### src/pcr2_pkg.sv
// Package with the register map, field layout, reset values and timing counts of control register two.
package pcr2_pkg;
   localparam logic [4:0] PCR2_ADDR = 5'h14;
   localparam logic [4:0] PCR2_RSVD_FIRST = 5'h15;
   localparam logic [4:0] PCR2_RSVD_LAST = 5'h1F;
   localparam int PCR2_SLEW_LSB = 0;
   localparam int PCR2_AUTOX_BIT = 2;
   localparam int PCR2_RSVD_A_LSB = 3;
   localparam int PCR2_UPSHIFT_BIT = 6;
   localparam int PCR2_FIFO_LSB = 7;
   localparam int PCR2_SWAP_BIT = 9;
   localparam int PCR2_RSVD_B_BIT = 10;
   localparam int PCR2_APS_BIT = 11;
   localparam int PCR2_RSVD_C_LSB = 12;
   localparam logic [1:0] PCR2_SLEW_RST = 2'h3;
   localparam logic PCR2_AUTOX_RST = 1'b1;
   localparam logic [2:0] PCR2_RSVD_A_RST = 3'h5;
   localparam logic PCR2_UPSHIFT_RST = 1'b1;
   localparam logic [1:0] PCR2_FIFO_RST = 2'h2;
   localparam logic PCR2_SWAP_RST = 1'b0;
   localparam logic PCR2_RSVD_B_RST = 1'b1;
   localparam logic PCR2_APS_RST = 1'b1;
   localparam logic [3:0] PCR2_RSVD_C_RST = 4'h0;
   localparam logic [15:0] PCR2_RESET_VALUE = {PCR2_RSVD_C_RST, PCR2_APS_RST, PCR2_RSVD_B_RST,
      PCR2_SWAP_RST, PCR2_FIFO_RST, PCR2_UPSHIFT_RST, PCR2_RSVD_A_RST, PCR2_AUTOX_RST,
      PCR2_SLEW_RST};
   localparam int PCR2_FIFO_LAT_BASE = 2;
   localparam int PCR2_CLK_HZ = 25000000;
   localparam int PCR2_CLK_RDY_MS = 10;
   localparam int PCR2_CLK_RDY_CYC = PCR2_CLK_RDY_MS * (PCR2_CLK_HZ / 1000);
endpackage : pcr2_pkg

### src/pcr2_ctrl.sv
// Control register two of the transceiver with its field decode and clock-ready timer.
//
// Overview of operation
// - Bits 1:0 pick slew rate slowest, slow, medium, fast; reset value 11.
// - Bit 2 enables automatic pair crossover; read/write, reset value 1.
// - With crossover off, bit 9 picks MDI (0) or MDIX (1); cleared by any reset.
// - Bit 6 enables detection of a partner moving from 10 to 100 Mb/s.
// - Bits 8:7 set FIFO latency 2 to 5; reset value 10.
// - Bit 11 enables automatic power saving; reset value 1.
// - MAC-side clocks are valid within 10 ms of reset release.
`timescale 1ns/10ps
module pcr2_ctrl
   import pcr2_pkg::*;
#(
   parameter int CLK_RDY_CYC = PCR2_CLK_RDY_CYC
) (
   input wire logic clk,
   input wire logic nrst,
   input wire logic reg_wr_en,
   input wire logic reg_rd_en,
   input wire logic [4:0] reg_addr,
   input wire logic [15:0] reg_wdata,
   input wire logic sw_reset,
   input wire logic link_mdix_auto,
   output logic [15:0] reg_rdata,
   output logic reg_rdata_valid,
   output logic reserved_access,
   output logic [1:0] slew_rate_select,
   output logic auto_crossover_enable,
   output logic manual_pair_swap_select,
   output logic pair_swap_active,
   output logic partner_upshift_detect_enable,
   output logic [2:0] fifo_latency,
   output logic auto_power_saving_enable,
   output logic mac_clk_ready
);
   localparam int CW = $clog2(CLK_RDY_CYC + 1);

   // Field registers, one for each field of the register.
   logic [1:0] slew_q;
   logic [1:0] slew_d;
   logic autox_q;
   logic autox_d;
   logic [2:0] rsvd_a_q;
   logic [2:0] rsvd_a_d;
   logic upshift_q;
   logic upshift_d;
   logic [1:0] fifo_q;
   logic [1:0] fifo_d;
   logic swap_q;
   logic swap_d;
   logic rsvd_b_q;
   logic rsvd_b_d;
   logic aps_q;
   logic aps_d;
   logic [3:0] rsvd_c_q;
   logic [3:0] rsvd_c_d;

   // Read port, reserved-address flag and clock-ready timer.
   logic [15:0] rdata_q;
   logic [15:0] rdata_d;
   logic rvalid_q;
   logic rvalid_d;
   logic rsvd_q;
   logic rsvd_d;
   logic [CW-1:0] rdy_cnt_q;
   logic [CW-1:0] rdy_cnt_d;
   logic rdy_q;
   logic rdy_d;

   // Decoded access and the assembled register word.
   logic wr_hit;
   logic rd_hit;
   logic in_rsvd;
   logic [15:0] ctrl_word;

   assign wr_hit = reg_wr_en && (reg_addr == PCR2_ADDR);
   assign rd_hit = reg_rd_en && (reg_addr == PCR2_ADDR);
   // Addresses 21 to 31 are flagged and otherwise left without effect.
   assign in_rsvd = (reg_addr >= PCR2_RSVD_FIRST) && (reg_addr <= PCR2_RSVD_LAST);

   // The fields are gathered into the word that a read returns.
   always_comb begin
      ctrl_word = 16'h0000;
      ctrl_word[PCR2_SLEW_LSB +: 2] = slew_q;
      ctrl_word[PCR2_AUTOX_BIT] = autox_q;
      ctrl_word[PCR2_RSVD_A_LSB +: 3] = rsvd_a_q;
      ctrl_word[PCR2_UPSHIFT_BIT] = upshift_q;
      ctrl_word[PCR2_FIFO_LSB +: 2] = fifo_q;
      ctrl_word[PCR2_SWAP_BIT] = swap_q;
      ctrl_word[PCR2_RSVD_B_BIT] = rsvd_b_q;
      ctrl_word[PCR2_APS_BIT] = aps_q;
      ctrl_word[PCR2_RSVD_C_LSB +: 4] = rsvd_c_q;
   end

   // Reserved fields store what software writes; software keeps the defaults.
   always_comb begin
      slew_d = slew_q;
      autox_d = autox_q;
      rsvd_a_d = rsvd_a_q;
      upshift_d = upshift_q;
      fifo_d = fifo_q;
      swap_d = swap_q;
      rsvd_b_d = rsvd_b_q;
      aps_d = aps_q;
      rsvd_c_d = rsvd_c_q;
      if (wr_hit) begin
         slew_d = reg_wdata[PCR2_SLEW_LSB +: 2];
         autox_d = reg_wdata[PCR2_AUTOX_BIT];
         rsvd_a_d = reg_wdata[PCR2_RSVD_A_LSB +: 3];
         upshift_d = reg_wdata[PCR2_UPSHIFT_BIT];
         fifo_d = reg_wdata[PCR2_FIFO_LSB +: 2];
         swap_d = reg_wdata[PCR2_SWAP_BIT];
         rsvd_b_d = reg_wdata[PCR2_RSVD_B_BIT];
         aps_d = reg_wdata[PCR2_APS_BIT];
         rsvd_c_d = reg_wdata[PCR2_RSVD_C_LSB +: 4];
      end
      // A software reset in the cycle of a write still leaves bit 9 cleared.
      if (sw_reset) begin
         swap_d = PCR2_SWAP_RST;
      end
   end

   // Every field comes out of hardware reset at its own reset value.
   always_ff @(posedge clk or negedge nrst) begin
      if (!nrst) begin
         slew_q <= PCR2_SLEW_RST;
         autox_q <= PCR2_AUTOX_RST;
         rsvd_a_q <= PCR2_RSVD_A_RST;
         upshift_q <= PCR2_UPSHIFT_RST;
         fifo_q <= PCR2_FIFO_RST;
         swap_q <= PCR2_SWAP_RST;
         rsvd_b_q <= PCR2_RSVD_B_RST;
         aps_q <= PCR2_APS_RST;
         rsvd_c_q <= PCR2_RSVD_C_RST;
      end else begin
         slew_q <= slew_d;
         autox_q <= autox_d;
         rsvd_a_q <= rsvd_a_d;
         upshift_q <= upshift_d;
         fifo_q <= fifo_d;
         swap_q <= swap_d;
         rsvd_b_q <= rsvd_b_d;
         aps_q <= aps_d;
         rsvd_c_q <= rsvd_c_d;
      end
   end

   // A read of any other address returns zero.
   always_comb begin
      rdata_d = rdata_q;
      rvalid_d = 1'b0;
      if (reg_rd_en) begin
         rvalid_d = 1'b1;
         rdata_d = rd_hit ? ctrl_word : 16'h0000;
      end
   end

   always_ff @(posedge clk or negedge nrst) begin
      if (!nrst) begin
         rdata_q <= 16'h0000;
         rvalid_q <= 1'b0;
      end else begin
         rdata_q <= rdata_d;
         rvalid_q <= rvalid_d;
      end
   end

   // The reserved flag is a one-cycle pulse after the offending access.
   always_comb begin
      rsvd_d = (reg_rd_en || reg_wr_en) && in_rsvd;
   end

   always_ff @(posedge clk or negedge nrst) begin
      if (!nrst) begin
         rsvd_q <= 1'b0;
      end else begin
         rsvd_q <= rsvd_d;
      end
   end

   // The timer counts from reset release and then holds the ready level.
   always_comb begin
      rdy_cnt_d = rdy_cnt_q;
      rdy_d = rdy_q;
      if (!rdy_q) begin
         if (rdy_cnt_q == CW'(CLK_RDY_CYC - 1)) begin
            rdy_d = 1'b1;
         end else begin
            rdy_cnt_d = rdy_cnt_q + CW'(1);
         end
      end
   end

   always_ff @(posedge clk or negedge nrst) begin
      if (!nrst) begin
         rdy_cnt_q <= '0;
         rdy_q <= 1'b0;
      end else begin
         rdy_cnt_q <= rdy_cnt_d;
         rdy_q <= rdy_d;
      end
   end

   // Register read port outputs.
   assign reg_rdata = rdata_q;
   assign reg_rdata_valid = rvalid_q;
   assign reserved_access = rsvd_q;

   // Field outputs.
   assign slew_rate_select = slew_q;
   assign auto_crossover_enable = autox_q;
   assign manual_pair_swap_select = swap_q;
   // Automatic choice applies when crossover is on, the manual bit otherwise.
   assign pair_swap_active = autox_q ? link_mdix_auto : swap_q;
   assign partner_upshift_detect_enable = upshift_q;
   assign fifo_latency = 3'(PCR2_FIFO_LAT_BASE) + {1'b0, fifo_q};
   assign auto_power_saving_enable = aps_q;
   assign mac_clk_ready = rdy_q;
endmodule : pcr2_ctrl

### config.mk
export PLATFORM = sky130hd
export DESIGN_NAME = pcr2_ctrl
export DESIGN_NICKNAME = d
export VERILOG_FILES = /design/src/pcr2_pkg.sv /design/src/pcr2_ctrl.sv
export SDC_FILE = /design/constraint.sdc
export NUM_CORES = 1
export LEC_CHECK = 0
export BUFFER_PORTS_ARGS = -buffer_cell sky130_fd_sc_hd__buf_4
export CAP_MARGIN = 20
export CORE_ASPECT_RATIO = 1.4
export CORE_MARGIN = 2
export CORE_UTILIZATION = 52
export CTS_CLUSTER_DIAMETER = 60
export CTS_CLUSTER_SIZE = 16
export DETAILED_ROUTE_END_ITERATION = 16
export GPL_TIMING_DRIVEN = 0
export PLACE_DENSITY = 0.85
export SLEW_MARGIN = 5
export SYNTH_ARGS = -nofsm -noshare
export SYNTH_HDL_FRONTEND = slang
export SYNTH_SLANG_ARGS = --single-unit
### constraint.sdc
create_clock -name clk -period 2.65 [get_ports clk]
set_input_delay 0.265 -clock clk [delete_from_list [all_inputs] [get_ports clk]]
set_output_delay 0.265 -clock clk [all_outputs]
set_load 0.005 [all_outputs]
Word-level counts from Yosys, hierarchy flattened
Cells that the tools add are included.
{"block": "totals", "mem_bits_rw": 0, "rom_bits": 0, "word_cells": 36, "latchBits": 0, "mem_count": 0, "output_inout_bits": 29, "register_bits": 53}
{"block": "classes", "n_mul": 0, "reduce_logical": 7, "div": 0, "bitwise": 2, "n_mux": 7, "n_eq_ne": 2, "n_addsub": 2, "shift": 0, "order_cmp": 2}
{"operator": "18-bit by 1-bit adder with 18-bit output, second input constant", "count": 1}
{"operator": "18-bit == test, second input constant", "count": 1}
{"operator": "16-bit two-way mux", "count": 1}
{"operator": "1-bit two-way mux", "count": 6}
{"operator": "5-bit == test, second input constant", "count": 1}
{"operator": "5-bit >= comparator, second input constant", "count": 1}
{"operator": "5-bit less-or-equal comparator, second input constant", "count": 1}
{"operator": "1-bit logical AND", "count": 4}
{"operator": "2-bit by 2-bit adder with 3-bit output, first input constant", "count": 1}
{"operator": "1-bit NOT", "count": 2}
{"operator": "2-bit AND reduction", "count": 1}
{"operator": "2-bit nonzero test", "count": 1}
{"operator": "1-bit logical OR", "count": 1}

Longest topological paths before layout
Gate-level depths: netlist of the first run.
{"block": "depth", "word_depth": 4, "depth_mapped": 6, "ltp_nobuf": 5}

Worst setup path before layout of the first run
Ideal clock, no wire load.
{"block": "synth_timing", "path_kind": "reg-to-reg", "start": "register rdy_cnt_q[8]", "end": "register rdy_cnt_q[1]", "path_buffers": 0, "path_stages_with_launch": 5, "arrival_ns": 1.820, "path_slack_ns": 0.705, "path_cell_list": "dfrtp_1 -> or4b_4 -> nor4_4 -> a41oi_2 -> mux2_4"}
{"block": "synth_between", "elab_chain_cells": 3}
{"element": "start, declared", "line": "pcr2_ctrl.sv:66", "text": "logic [CW-1:0] rdy_cnt_q;"}
{"element": "start signal, assigned", "line": "pcr2_ctrl.sv:200", "text": "rdy_cnt_q <= rdy_cnt_d;"}
{"element": "18-bit == test", "line": "pcr2_ctrl.sv:187", "text": "if (rdy_cnt_q == CW'(CLK_RDY_CYC - 1)) begin"}
{"element": "1-bit NOT (no line)"}
{"element": "2-bit AND reduction (no line)"}
No other way between the ends.
A chain may end at the register's enable or synchronous reset.

Worst setup path in the final report of the first run
{"block": "layout_timing", "start": "register rdy_cnt_q[11]", "end": "register rdy_cnt_q[1]"}
The elaborated chain is that of the path after synthesis.

==> results of run 1 <==
[state kept, by name, indices dropped and copies added, names as in the netlist, 2 cells and up]
register	count
reg_rdata	16
slew_rate_select	2
rsvd_c_q	4
rsvd_a_q	3
rdy_cnt_q	18
fifo_q	2
[layer usage]
| layer | routed length, microns | track usage [%] |
|---|---|---|
| met1 | 1640 | 19.6 |
| met2 | 2250 | 35.2 |
| met3 | 183 | 4.62 |
| met4 | 141 | 10.5 |
| met5 | 0 | 0 |
[cell usage in the layout, fill, tap and decap left out, types with 2 or more instances in the layout]
master,Yosys,final
buf_4,0,55
dfrtp_1,44,44
nand2_1,22,22
inv_1,19,19
o21ai_0,18,18
mux2_2,16,16
nand3_1,9,9
nor2_1,9,9
dfstp_2,9,9
xnor2_1,7,7
xor2_1,7,7
clkbuf_8,0,5
clkbuf_1,4,4
a21oi_1,3,3
and3_1,2,2
nand4_1,2,2
nor3_1,2,2
clkinvlp_4,0,2
[critical path, delay by kind of cell (launching register included)]
kind            cells  cell delay (ns)
mux                 1             0.34
flops               1             0.44
simple gates        2             0.99
compound gates      1             0.23
[metrics by stage]
stage	instance area (sq um)	setup WS [ns]
2_1_floorplan	2210	0.705
3_3_place_gp	2680	0.595
3_5_place_dp	2680	0.573
4_1_cts	2780	0.536
5_1_grt	2780	0.486
6_report	2780	0.560
[layout make-up]
cell class	count	area [sq um]
plain buffers	4	15.0
clock buffers	5	68.8
clock inverters	3	26.3
fillers	350	1390
inverters	19	71.3
multi-input cells	114	785
flip-flops and latches	53	1340
well taps	45	56.3
repair buffers	56	423
[how the worst min path moves through the flow]
stage                                          to  cells after the start
after floorplan                         fifo_q[0]                      0
after global placement            reg_rdata_valid                      1
after detailed placement             reg_rdata[7]                      1
after CTS                 manual_pair_swap_select                      2
after global routing      manual_pair_swap_select                      2
final                     manual_pair_swap_select                      2
[power breakdown]
part | switching [mW] | internal, mW | total, mW
Clock | 0.275 | 0.192 | 0.468
Sequential | 0.0319 | 0.877 | 0.909
Combinational | 0.0556 | 0.0986 | 0.154
Total | 0.363 | 1.17 | 1.53
[cells by family after synthesis]
group	after synthesis
AOI/OAI and AO/OA	23
xor gates and xnor gates	14
adders and majority gates	1
buffers and inverters	23
DFF	53
muxes	18
and+or+nand+nor	58
==> metrics.md, run 1 <==
| Metric | Value |
|---|---|
| Io pins | `56` |
| Final core utilization | `66.7%` |
| R2R cell count | `4` |
| Wire per inst | `14.1 microns` |
| Setup violations, final | `0` |
| Number of synthesized register bits | `53` |
| Final max-slew violation count | `0` |
| ANT nets after route | `0` |
| Syn_area_per_cell | `11.6 sq um` |
| CTS tree | `yes` |
| Reg2Reg Setup Slack | `around 0.56 ns` |
| Pin count of the biggest net entering global routing | `54` |
| Unrepaired setup endpoints after global routing | `false` |
| Worst flop-to-flop path startpoint | `rdy_cnt_q[11]` |
| Simple-Gate Fraction of Synth Area | `14.3%` |
| Capture point of the worst path | `rdy_cnt_q[1]` |
| Clock latency on the worst-skew pair | `0.31 ns` |
| Post-Synth Adder-Cell Area | `0.567%` |
| Compound-cell area share of the yosys netlist | `5.84%` |
| Maximum single-stage delay on the critical path | `0.60 ns` |
| Core Rows | `28` |
| Worst Max-Slew Pin Slew | `0.631 ns` |
| Final non-filler cell total | `approximately 300` |
| Initial antenna violation count | `0` |
| EDFF count, synth | `0` |
| Async set or reset register ratio after synthesis | `100%` |
| Number of buffers created by CTS | `5` |
| Final hold violation count | `0` |
| Number of buffers added to fix hold violations after cts | `1` |
| Final Total Pwr | `1.53 mW` |
| Max_cap viols | `0` |
| Mean number of vias per cell | `~5.4` |
| Post-cts resize count | `0` |
| Total number of yosys warnings | `0` |
| Max IR drop VDD | `371 uV` |
| Area of the placeable core | `4170 sq um` |
| Detailed Place HPWL | `3.06 mm` |
| Overall via count from detail_route | `around 1600` |
| Setup fix buffers added after clock tree synthesis | `0` |
| Type of the tightest min-delay check | `input pin to flip-flop` |
| Yosys top cell by area | `dfrtp_1` |
| Power density over cell area | `approximately 550 nW/um^2` |
| Max Buffers Root-to-Sink | `2` |
| Vias in the first global route | `roughly 1600` |
| Net count after synthesis | `218` |
| Category of the critical setup timing path | `flip-flop to flip-flop` |
| P&R area growth vs syn | `26.0%` |
| DRC marker count from the first detailed-route iteration | `33` |
| Proportion of layout cells with a drive suffix above 1 | `37.0%` |
| Global-route wire length before repair | `6.84 mm` |
| Post-Synth XOR/XNOR Area | `under 10%` |
| R2r endpoint | `rdy_cnt_q[1]` |
| Highest attainable clock frequency | `0.479 GHz` |
| CP Data Required Time | `2.85 ns` |
| Die Area | `4790 sq um` |
| IO buf count | `55` |
| Ant diodes | `0` |
| Horizontal die dimension | `59.1 microns` |
| Vertical die dimension | `81.1 microns` |
| Combinational family with the most area after synthesis | `simple AND/OR/NAND/NOR gates` |
| Initial standard-cell utilization of the core | `53.0%` |
| Clock root buffer | `clkbuf_8` |
| Routability cong. | `0.737` |
| Portion of the clock cycle consumed by the worst path in the final layout | `just under 80%` |
| Cells taking the most area after synthesis | `dfrtp_1 (50%), dfstp_2 (11%), mux2_2 (8.2%)` |
| Leak Pwr | `1.35 nW` |
| Final critical-path required period | `2.09 ns` |
| Detailed Route WL | `4.21 mm` |
| Clock Skew | `approximately 0.014 ns` |
| Remaining global-route overflow | `0` |
| Commonest cells in the synthesized netlist | `dfrtp_1 (44), nand2_1 (22), inv_1 (19)` |
| CP Capture Type | `flip-flop` |
| # nets final | `281` |
| Cell with the largest stage delay on the worst path | `or4b_1` |
| Sequential area share after synthesis | `60.6%` |
| Peak fanout along the critical path | `5` |
| Data arrival time of the critical path | `between 2 and 2.5 ns` |
| Worst slew slack as a fraction of its limit | `about 58%` |
| GRT Resource Usage Total | `19.3%` |
| Number of sinks handled by clock tree synthesis | `53` |
| First-pass iteration count of the detailed router | `4` |
| Portion of netlist area occupied by mux cells | `9.29%` |
| Synth Cell Area | `2210 sq um` |
| Placed insts | `290` |
| CP cell instances | `or4b_1 > nor4_4 > a41oi_2 > mux2_4` |
| Most frequently used cell type in the post-synthesis netlist | `dfrtp_1` |
| Hold Worst Slack | `around 0.1 ns` |
| Share of Yosys cell area claimed by the top area cell type | `between 40 and 50%` |
| CP Launch Type | `flip-flop` |
| Drt drc | `0` |
| Final total negative setup slack | `0 ns` |
| Clock H-tree levels | `2` |
| Post-synthesis instance total | `190` |
| Source of the worst hold timing path | `sw_reset` |
| Flip-flop cell with the highest count after synthesis | `dfrtp_1` |
| Worst setup path start | `rdy_cnt_q[11]` |
| Clock slew at the register clock pins of the worst setup and hold paths | `~0.10 ns` |
| Outcome | `finished, final reports clean` |
| Post-synthesis cell type count | `32` |
No activity file was read; power rests on OpenSTA's default activity.
==> run 2, diff against run 1 <==
Settings changed: ABC_AREA set to 1, CORE_UTILIZATION 52 to 54, PLACE_DENSITY 0.85 to 0.87.
Clock period 2.65 ns to 2.1 ns, I/O delays scaled along.
==> metrics.md, run 2 <==
| Metric | Value |
|---|---|
| Clock root buffer | `clkbuf_8` |
| GRT Resource Usage Total | `22.6% (+3.3 points)` |
| DRC marker count from the first detailed-route iteration | `113 (+240%)` |
| Detailed Route WL | `5.44 mm (+29%)` |
| Number of synthesized register bits | `53 (unchanged)` |
| Number of buffers added to fix hold violations after cts | `1 (unchanged)` |
| Clock H-tree levels | `2 (unchanged)` |
| Worst Max-Slew Pin Slew | `0.637 ns (+0.00615 ns)` |
| Net count after synthesis | `344 (+58%)` |
| Flip-flop cell with the highest count after synthesis | `dfrtp_1` |
| Global-route wire length before repair | `8.96 mm (+31%)` |
| Io pins | `56 (unchanged)` |
| Switching part of the total power | `22.2% (-1.5 points)` |
| Syn_area_per_cell | `7.93 sq um (-32%)` |
| Clock slew at the register clock pins of the worst setup and hold paths | `0.09 ns (about the same)` |
| Peak fanout along the critical path | `6 (+1)` |
| First-pass iteration count of the detailed router | `4 (unchanged)` |
| Die Area | `5210 sq um (+8.7%)` |
| Ant diodes | `0 (unchanged)` |
| Post-synthesis instance total | `316 (+66%)` |
| Power density over cell area | `665 nW/um^2 (+21%)` |
| Type of the tightest min-delay check | `input pin to flip-flop` |
| Most common library cell in the layout ignoring fill and taps | `nand2_1` |
| Sequential area share after synthesis | `53.4% (-7.2 points)` |
| Setup fix buffers added after clock tree synthesis | `0 (unchanged)` |
| Final max-slew violation count | `0 (unchanged)` |
| Highest attainable clock frequency | `0.610 GHz (+28%)` |
| Wire per inst | `12.3 microns (-13%)` |
| Final critical-path required period | `1.64 ns (-0.451 ns)` |
| Data arrival time of the critical path | `1.88 ns (-0.41 ns)` |
| Number of sinks handled by clock tree synthesis | `53 (unchanged)` |
| Core Rows | `29 (+3.6%)` |
| Vertical die dimension | `84.6 microns (+4.3%)` |
| Post-synthesis cell type count | `24 (-25%)` |
| Cell with the largest stage delay on the worst path | `dfrtp_1` |
| ANT nets after route | `0 (unchanged)` |
| CP Launch Type | `flip-flop` |
| Category of the critical setup timing path | `flip-flop to flip-flop` |
| Detailed Place HPWL | `4.10 mm (+34%)` |
| Area of the placeable core | `4500 sq um (+7.9%)` |
| Max_cap viols | `0 (unchanged)` |
| EDFF count, synth | `0 (unchanged)` |
| Max Buffers Root-to-Sink | `2 (unchanged)` |
| CP Capture Type | `flip-flop` |
| CP Data Required Time | `2.34 ns (-0.51 ns)` |
| Setup violations, final | `0 (unchanged)` |
| CTS tree | `yes` |
| Drt drc | `0 (unchanged)` |
| Reg power frac | `55.4% (-4.0 points)` |
| Clock latency on the worst-skew pair | `0.29 ns (-0.02 ns)` |
| Max IR drop VDD | `486 uV (+31%)` |
| Top register by number of flip-flops | `rdy_cnt_q` |
| Switching power of the nets | `0.462 mW (+27%)` |
| Proportion of layout cells with a drive suffix above 1 | `21.8% (-15 points)` |
| Total number of yosys warnings | `0 (unchanged)` |
| Yosys top cell by area | `dfrtp_1` |
| Final core utilization | `69.5% (+2.7 points)` |
| Remaining global-route overflow | `0 (unchanged)` |
| Fill count | `383 (+9.4%)` |
| Vias in the first global route | `2097 (+29%)` |
| IO buf count | `55 (unchanged)` |
| Leak Pwr | `1.66 nW (+23%)` |
| Routability cong. | `0.942 (+28%)` |
| CP cell instances | `ha_1 > nand3_2 > inv_1 > nand3_1 > nor2_1 > nor2_1 > nand2_1 > nand2_1` |
| Unrepaired setup endpoints after global routing | `false` |
| Clock Skew | `0.00368 ns (-0.0100 ns)` |
| Worst slew slack as a fraction of its limit | `57.5% (-0.41 points)` |
| Post-cts resize count | `0 (unchanged)` |
| Number of buffers created by CTS | `5 (unchanged)` |
| Number of flip-flops under the largest register name | `18 (unchanged)` |
| Combinational power share | `10.5% (+0.4 points)` |
| Share of Yosys cell area claimed by the top area cell type | `43.9% (-5.9 points)` |
| P&R area growth vs syn | `24.8%` |
| Outcome | `finished, final reports clean` |
| Overall via count from detail_route | `2205 (+36%)` |
| Final hold violation count | `0 (unchanged)` |
| Portion of the clock cycle consumed by the worst path in the final layout | `78.0% (-0.81 points)` |
| Initial antenna violation count | `0 (unchanged)` |
| Maximum single-stage delay on the critical path | `0.45 ns (-0.15 ns)` |
| Internal power of the cells | `1.62 mW (+39%)` |
| Synth Cell Area | `2510 sq um (+13%)` |
| Proportion of power drawn by the clock network | `34.1% (+3.6 points)` |
| Pin count of the biggest net entering global routing | `54 (unchanged)` |
| Mean number of vias per cell | `4.99 (-7.8%)` |
| Leading cell types in the layout, fill and taps excluded | `nand2_1 (112), buf_4 (56), inv_1 (45)` |
| Commonest cells in the synthesized netlist | `nand2_1 (112), inv_1 (45), dfrtp_1 (44)` |
| Final total negative setup slack | `0 ns (unchanged)` |
| Horizontal die dimension | `61.6 microns (+4.2%)` |
| Most frequently used cell type in the post-synthesis netlist | `nand2_1` |
| # nets final | `407 (+45%)` |
| Initial standard-cell utilization of the core | `55.7% (+2.7 points)` |
| Async set or reset register ratio after synthesis | `100% (unchanged)` |
| Cells taking the most area after synthesis | `dfrtp_1 (44%), nand2_1 (17%), dfstp_2 (9.4%)` |
==> run 2: cell types whose count changed after synthesis, sizes merged, moves of 3 or more <==
cell | before | now
nand3 | 9 | 22
buf | 0 | 3
nor2 | 9 | 27
mux2 | 17 | 0
o21ai | 18 | 27
xnor2 | 7 | 1
nand2 | 22 | 113
nor3 | 2 | 5
inv | 19 | 45
nand4 | 2 | 6
==> run 2: worst max-delay path: cells and delay by family (launching register included) <==
| kind | cells | cell delay (ns) |
|---|---|---|
| adders and majority gates | 1 | 0.29 |
| buffers and inverters | 1 | 0.12 |
| and+or+nand+nor | 6 | 0.74 |
| DFF | 1 | 0.45 |
==> run 2: metrics by stage <==
stage	hold slack, ns	total power [mW]	instances	cell area [sq um]	setup WS [ns]
final	0.0582	2.08	442	3130	0.461
after global placement	0.279	1.38	433	3000	0.496
after global routing	0.0320	2.18	442	3130	0.285
after detailed placement	0.279	1.39	433	3000	0.476
after floorplan	-0.0856	1.24	316	2510	0.697
after CTS	0.0403	2.11	442	3130	0.454
==> run 2: area by class of cell <==
type	instances	area, sq um	area share [%]
flip-flops and latches	53	1340	42.8
repair buffers	56	423	13.5
plain buffers	5	31.3	1.00
multi-input cells	212	965	30.9
well taps	62	77.6	2.48
clock buffers	6	82.6	2.64
clock inverters	2	37.5	1.20
inverters	46	173	5.52
==> run 2: logic make-up (layout without fill, tap and decap cells) <==
kind of cell | after synthesis | count (layout) | synth area share [%]
DFF | 53 | 53 | 53.4
and+or+nand+nor | 174 | 174 | 29.4
AOI/OAI and AO/OA | 30 | 30 | 6.19
adders and majority gates | 1 | 1 | 0.499
buffers and inverters | 51 | 115 | 8.14
xor gates and xnor gates | 7 | 7 | 2.45
==> run 2: power by group through the flow <==
stage / Clock (mW) / Sequential, mW / Combinational, mW
after floorplan: 0 / 1.17 / 0.0717
after global placement: 0 / 1.17 / 0.211
after detailed placement: 0 / 1.17 / 0.218
after CTS: 0.733 / 1.15 / 0.221
after global routing: 0.774 / 1.16 / 0.243
final: 0.710 / 1.15 / 0.217
==> run 2: final timing paths <==
| check | slack, ns | start | cells past startpoint | to |
|---|---|---|---|---|
| setup / recovery | 0.46 | rdy_cnt_q[0] | 8 | rdy_cnt_q[4] |
| setup reg to reg | 0.46 | rdy_cnt_q[0] | 8 | rdy_cnt_q[4] |
| max in group asynchronous | 1.20 | nrst | 2 | rdy_cnt_q[8] |
| hold / removal | 0.06 | sw_reset | 2 | manual_pair_swap_select |
| min in group asynchronous | 0.48 | nrst | 2 | rdy_cnt_q[14] |
| hold reg to reg | 0.47 | rsvd_a_q[0] | 2 | rsvd_a_q[0] |
==> run 2: metal layers <==
metal	global-route usage [%]	wire length (microns)	vias up	part of all wire, %
li1	-	-	1097	-
met1	27.0	2180	1038	40
met2	38.3	2890	60	53
met3	4.93	273	10	5.0
met4	8.90	87	0	1.6
met5	0	0	-	0
==> run 3, diff against run 2 <==
Settings changed: ABC_AREA 1 to 0, CORE_UTILIZATION 54 to 47, PLACE_DENSITY 0.87 to 0.82.
Clock period 2.1 ns to 1.4 ns, I/O delays scaled along.
==> metrics.md, run 3 (synthesis gave the netlist of run 1 again) <==
| Metric | Value |
|---|---|
| First-pass iteration count of the detailed router | `4 (unchanged)` |
| Portion of the clock cycle consumed by the worst path in the final layout | `135% (+57 points)` |
| CP Capture Type | `flip-flop` |
| Final max-slew violation count | `0 (unchanged)` |
| Data arrival time of the critical path | `2.07 ns (+0.19 ns)` |
| Mean number of vias per cell | `5.07 (+1.5%)` |
| # nets final | `302 (-26%)` |
| Area after DPL | `2710 sq um (-9.6%)` |
| CP Launch Type | `flip-flop` |
| Final hold violation count | `0 (unchanged)` |
| Switching part of the total power | `21.3% (-0.84 points)` |
| Pin count of the biggest net entering global routing | `54 (unchanged)` |
| Ant diodes | `0 (unchanged)` |
| Final Total Pwr | `3.05 mW (+47%)` |
| Peak fanout along the critical path | `2 (-4)` |
| Fill count | `339 (-11%)` |
| Final critical-path setup slack | `-0.484 ns (-0.946 ns)` |
| Number of flip-flops under the largest register name | `18 (unchanged)` |
| Max IR drop VDD | `643 uV (+32%)` |
| Cell with the largest stage delay on the worst path | `or4b_4` |
| Drt drc | `0 (unchanged)` |
| Reg power frac | `56.2% (+0.8 points)` |
| Overall via count from detail_route | `1707 (-23%)` |
| Max Buffers Root-to-Sink | `2 (unchanged)` |
| Clock H-tree levels | `2 (unchanged)` |
| GRT Resource Usage Total | `18.8% (-3.8 points)` |
| Vias in the first global route | `1661 (-21%)` |
| Initial antenna violation count | `0 (unchanged)` |
| Leading cell types in the layout, fill and taps excluded | `buf_4 (73), dfrtp_1 (42), nand2_1 (22)` |
| Combinational power share | `10.4% (about the same)` |
| Setup violations, final | `8 (+8)` |
| Type of the tightest min-delay check | `input pin to flip-flop` |
| Detailed Route WL | `4.73 mm (-13%)` |
| Unrepaired setup endpoints after global routing | `true` |
| Proportion of layout cells with a drive suffix above 1 | `47.3% (+25 points)` |
| Routability cong. | `0.745 (-21%)` |
| Clock latency on the worst-skew pair | `0.30 ns (about the same)` |
| Die Area | `5270 sq um (+1.2%)` |
| ANT nets after route | `0 (unchanged)` |
| Hold Worst Slack | `0.0654 ns (+0.00719 ns)` |
| Proportion of power drawn by the clock network | `33.3% (-0.8 points)` |
| Number of buffers created by CTS | `5 (unchanged)` |
| Category of the critical setup timing path | `flip-flop to flip-flop` |
| Most common library cell in the layout ignoring fill and taps | `buf_4` |
| Leak Pwr | `1.48 nW (-11%)` |
| CTS tree | `yes` |
| Cell area after layout | `3060 sq um (-2.0%)` |
| Violations in the final reports | `negative setup slack` |
| Worst slew slack as a fraction of its limit | `57.3% (-0.22 points)` |
| Global-route wire length before repair | `7.42 mm (-17%)` |
| Remaining global-route overflow | `0 (unchanged)` |
| Horizontal die dimension | `61.9 microns (+0.58%)` |
| Switching power of the nets | `0.651 mW (+41%)` |
| Top register by number of flip-flops | `rdy_cnt_q` |
| CP Data Required Time | `1.59 ns (-0.75 ns)` |
| Highest attainable clock frequency | `0.531 GHz (-13%)` |
| Area of the placeable core | `4540 sq um (+0.81%)` |
| Clock root buffer | `clkbuf_8` |
| Wire per inst | `14.0 microns (+14%)` |
| Max_cap viols | `0 (unchanged)` |
| P&R area growth vs syn | `38.7%` |
| Clock slew at the register clock pins of the worst setup and hold paths | `0.09 ns (about the same)` |
| Gate family responsible for the most delay along the worst path | `simple AND/OR/NAND/NOR gates` |
| Io pins | `56 (unchanged)` |
| Vertical die dimension | `85.1 microns (+0.59%)` |
| CP Buf/Inv Count | `0 (-1)` |
| Outcome | `complete, but fails checks` |
| Internal power of the cells | `2.40 mW (+48%)` |
| Core Rows | `29 (unchanged)` |
| Detailed Place HPWL | `3.08 mm (-25%)` |
| Initial standard-cell utilization of the core | `48.7% (-7.0 points)` |
| Worst Max-Slew Pin Slew | `0.641 ns (+0.00333 ns)` |
| Clock Skew | `0.00912 ns (+0.00544 ns)` |
| Power density over cell area | `996 nW/um^2 (+50%)` |
| Maximum single-stage delay on the critical path | `0.53 ns (+0.08 ns)` |
| IO buf count | `55 (unchanged)` |
| CP cell instances | `or4b_4 > nor4_4 > a41oi_2 > mux2_4` |
| Number of sinks handled by clock tree synthesis | `53 (unchanged)` |
| DRC marker count from the first detailed-route iteration | `48 (-58%)` |
| Final critical-path required period | `1.88 ns (+0.246 ns)` |
run 3: cell types whose count changed in the layout (fill, tap and decap cells not counted), moves of 4 or more:
cell | previous run | this run
nand2_1 | 112 | 22
o21ai_0 | 27 | 18
nand3_1 | 19 | 7
buf_4 | 56 | 73
nor2_1 | 24 | 7
mux2_2 | 0 | 15
nand4_1 | 6 | 2
inv_1 | 45 | 18
xnor2_1 | 1 | 7
nor3_1 | 4 | 0
run 3: final cells by class:
cell class | count | area, sq um | share of cell area (%)
Sequential cell | 53 | 1340 | 43.8
Multi-Input combinational cell | 114 | 846 | 27.6
Timing Repair Buffer | 78 | 601 | 19.6
Tap cell | 62 | 77.6 | 2.53
Clock buffer | 6 | 72.6 | 2.37
Inverter | 19 | 71.3 | 2.33
Clock inverter | 2 | 38.8 | 1.27
Buffer | 3 | 16.3 | 0.531
run 3: through the flow:
step / util, % / worst slack, ns / cells / TNS, ns
2_1_floorplan: - / -0.496 / 190 / -1.49
3_3_place_gp: 59.8 / -0.618 / 307 / -9.64
3_5_place_dp: 59.8 / -0.636 / 307 / -10.37
4_1_cts: 66.0 / -0.512 / 332 / -2.36
5_1_grt: 67.5 / -0.553 / 337 / -3.11
6_report: 67.5 / -0.484 / 337 / -2.42
run 3: metal layers:
layer / track usage, % / wire [microns] / vias to the layer above
met3: 4.73 / 215 / 16
met5: 0 / 0 / -
met2: 33.1 / 2590 / 53
met1: 21.4 / 1800 / 836
li1: - / - / 802
met4: 6.19 / 129 / 0
run 3: timing repair:
item | in CTS | in global routing
endpoints found under the setup margin | 30 | 18
hold buffers | 3 | 0
endpoints found under the hold margin | 46 | 0
setup buffers | 14 | 7
pin swaps | 7 | 10
resized for setup | 11 | 10
run 3: worst paths after layout:
kind                               start  depth (start not counted)             to  slack [ns]
hold / removal              reg_wdata[7]                          2      fifo_q[0]        0.07
hold reg to reg            rdy_cnt_q[16]                          1  rdy_cnt_q[16]        0.48
setup reg to reg            rdy_cnt_q[9]                          4   rdy_cnt_q[1]       -0.48
max in group asynchronous           nrst                          2   rdy_cnt_q[7]        0.54
setup / recovery            rdy_cnt_q[9]                          4   rdy_cnt_q[1]       -0.48
min in group asynchronous           nrst                          2   rdy_cnt_q[9]        0.39
run 3: power groups by stage:
stage	sequential, mW	combinational, mW	clock [mW]
6_report	1.72	0.318	1.02
5_1_grt	1.73	0.353	1.11
4_1_cts	1.72	0.323	1.06
3_5_place_dp	1.75	0.298	0
3_3_place_gp	1.74	0.289	0
2_1_floorplan	1.74	0.0998	0
run 3: worst register-to-register path: stages (launching register included):
cell and delay [ns]:
dfrtp_1 0.41, or4b_4 0.53, nor4_4 0.33, a41oi_2 0.18
mux2_4 0.32
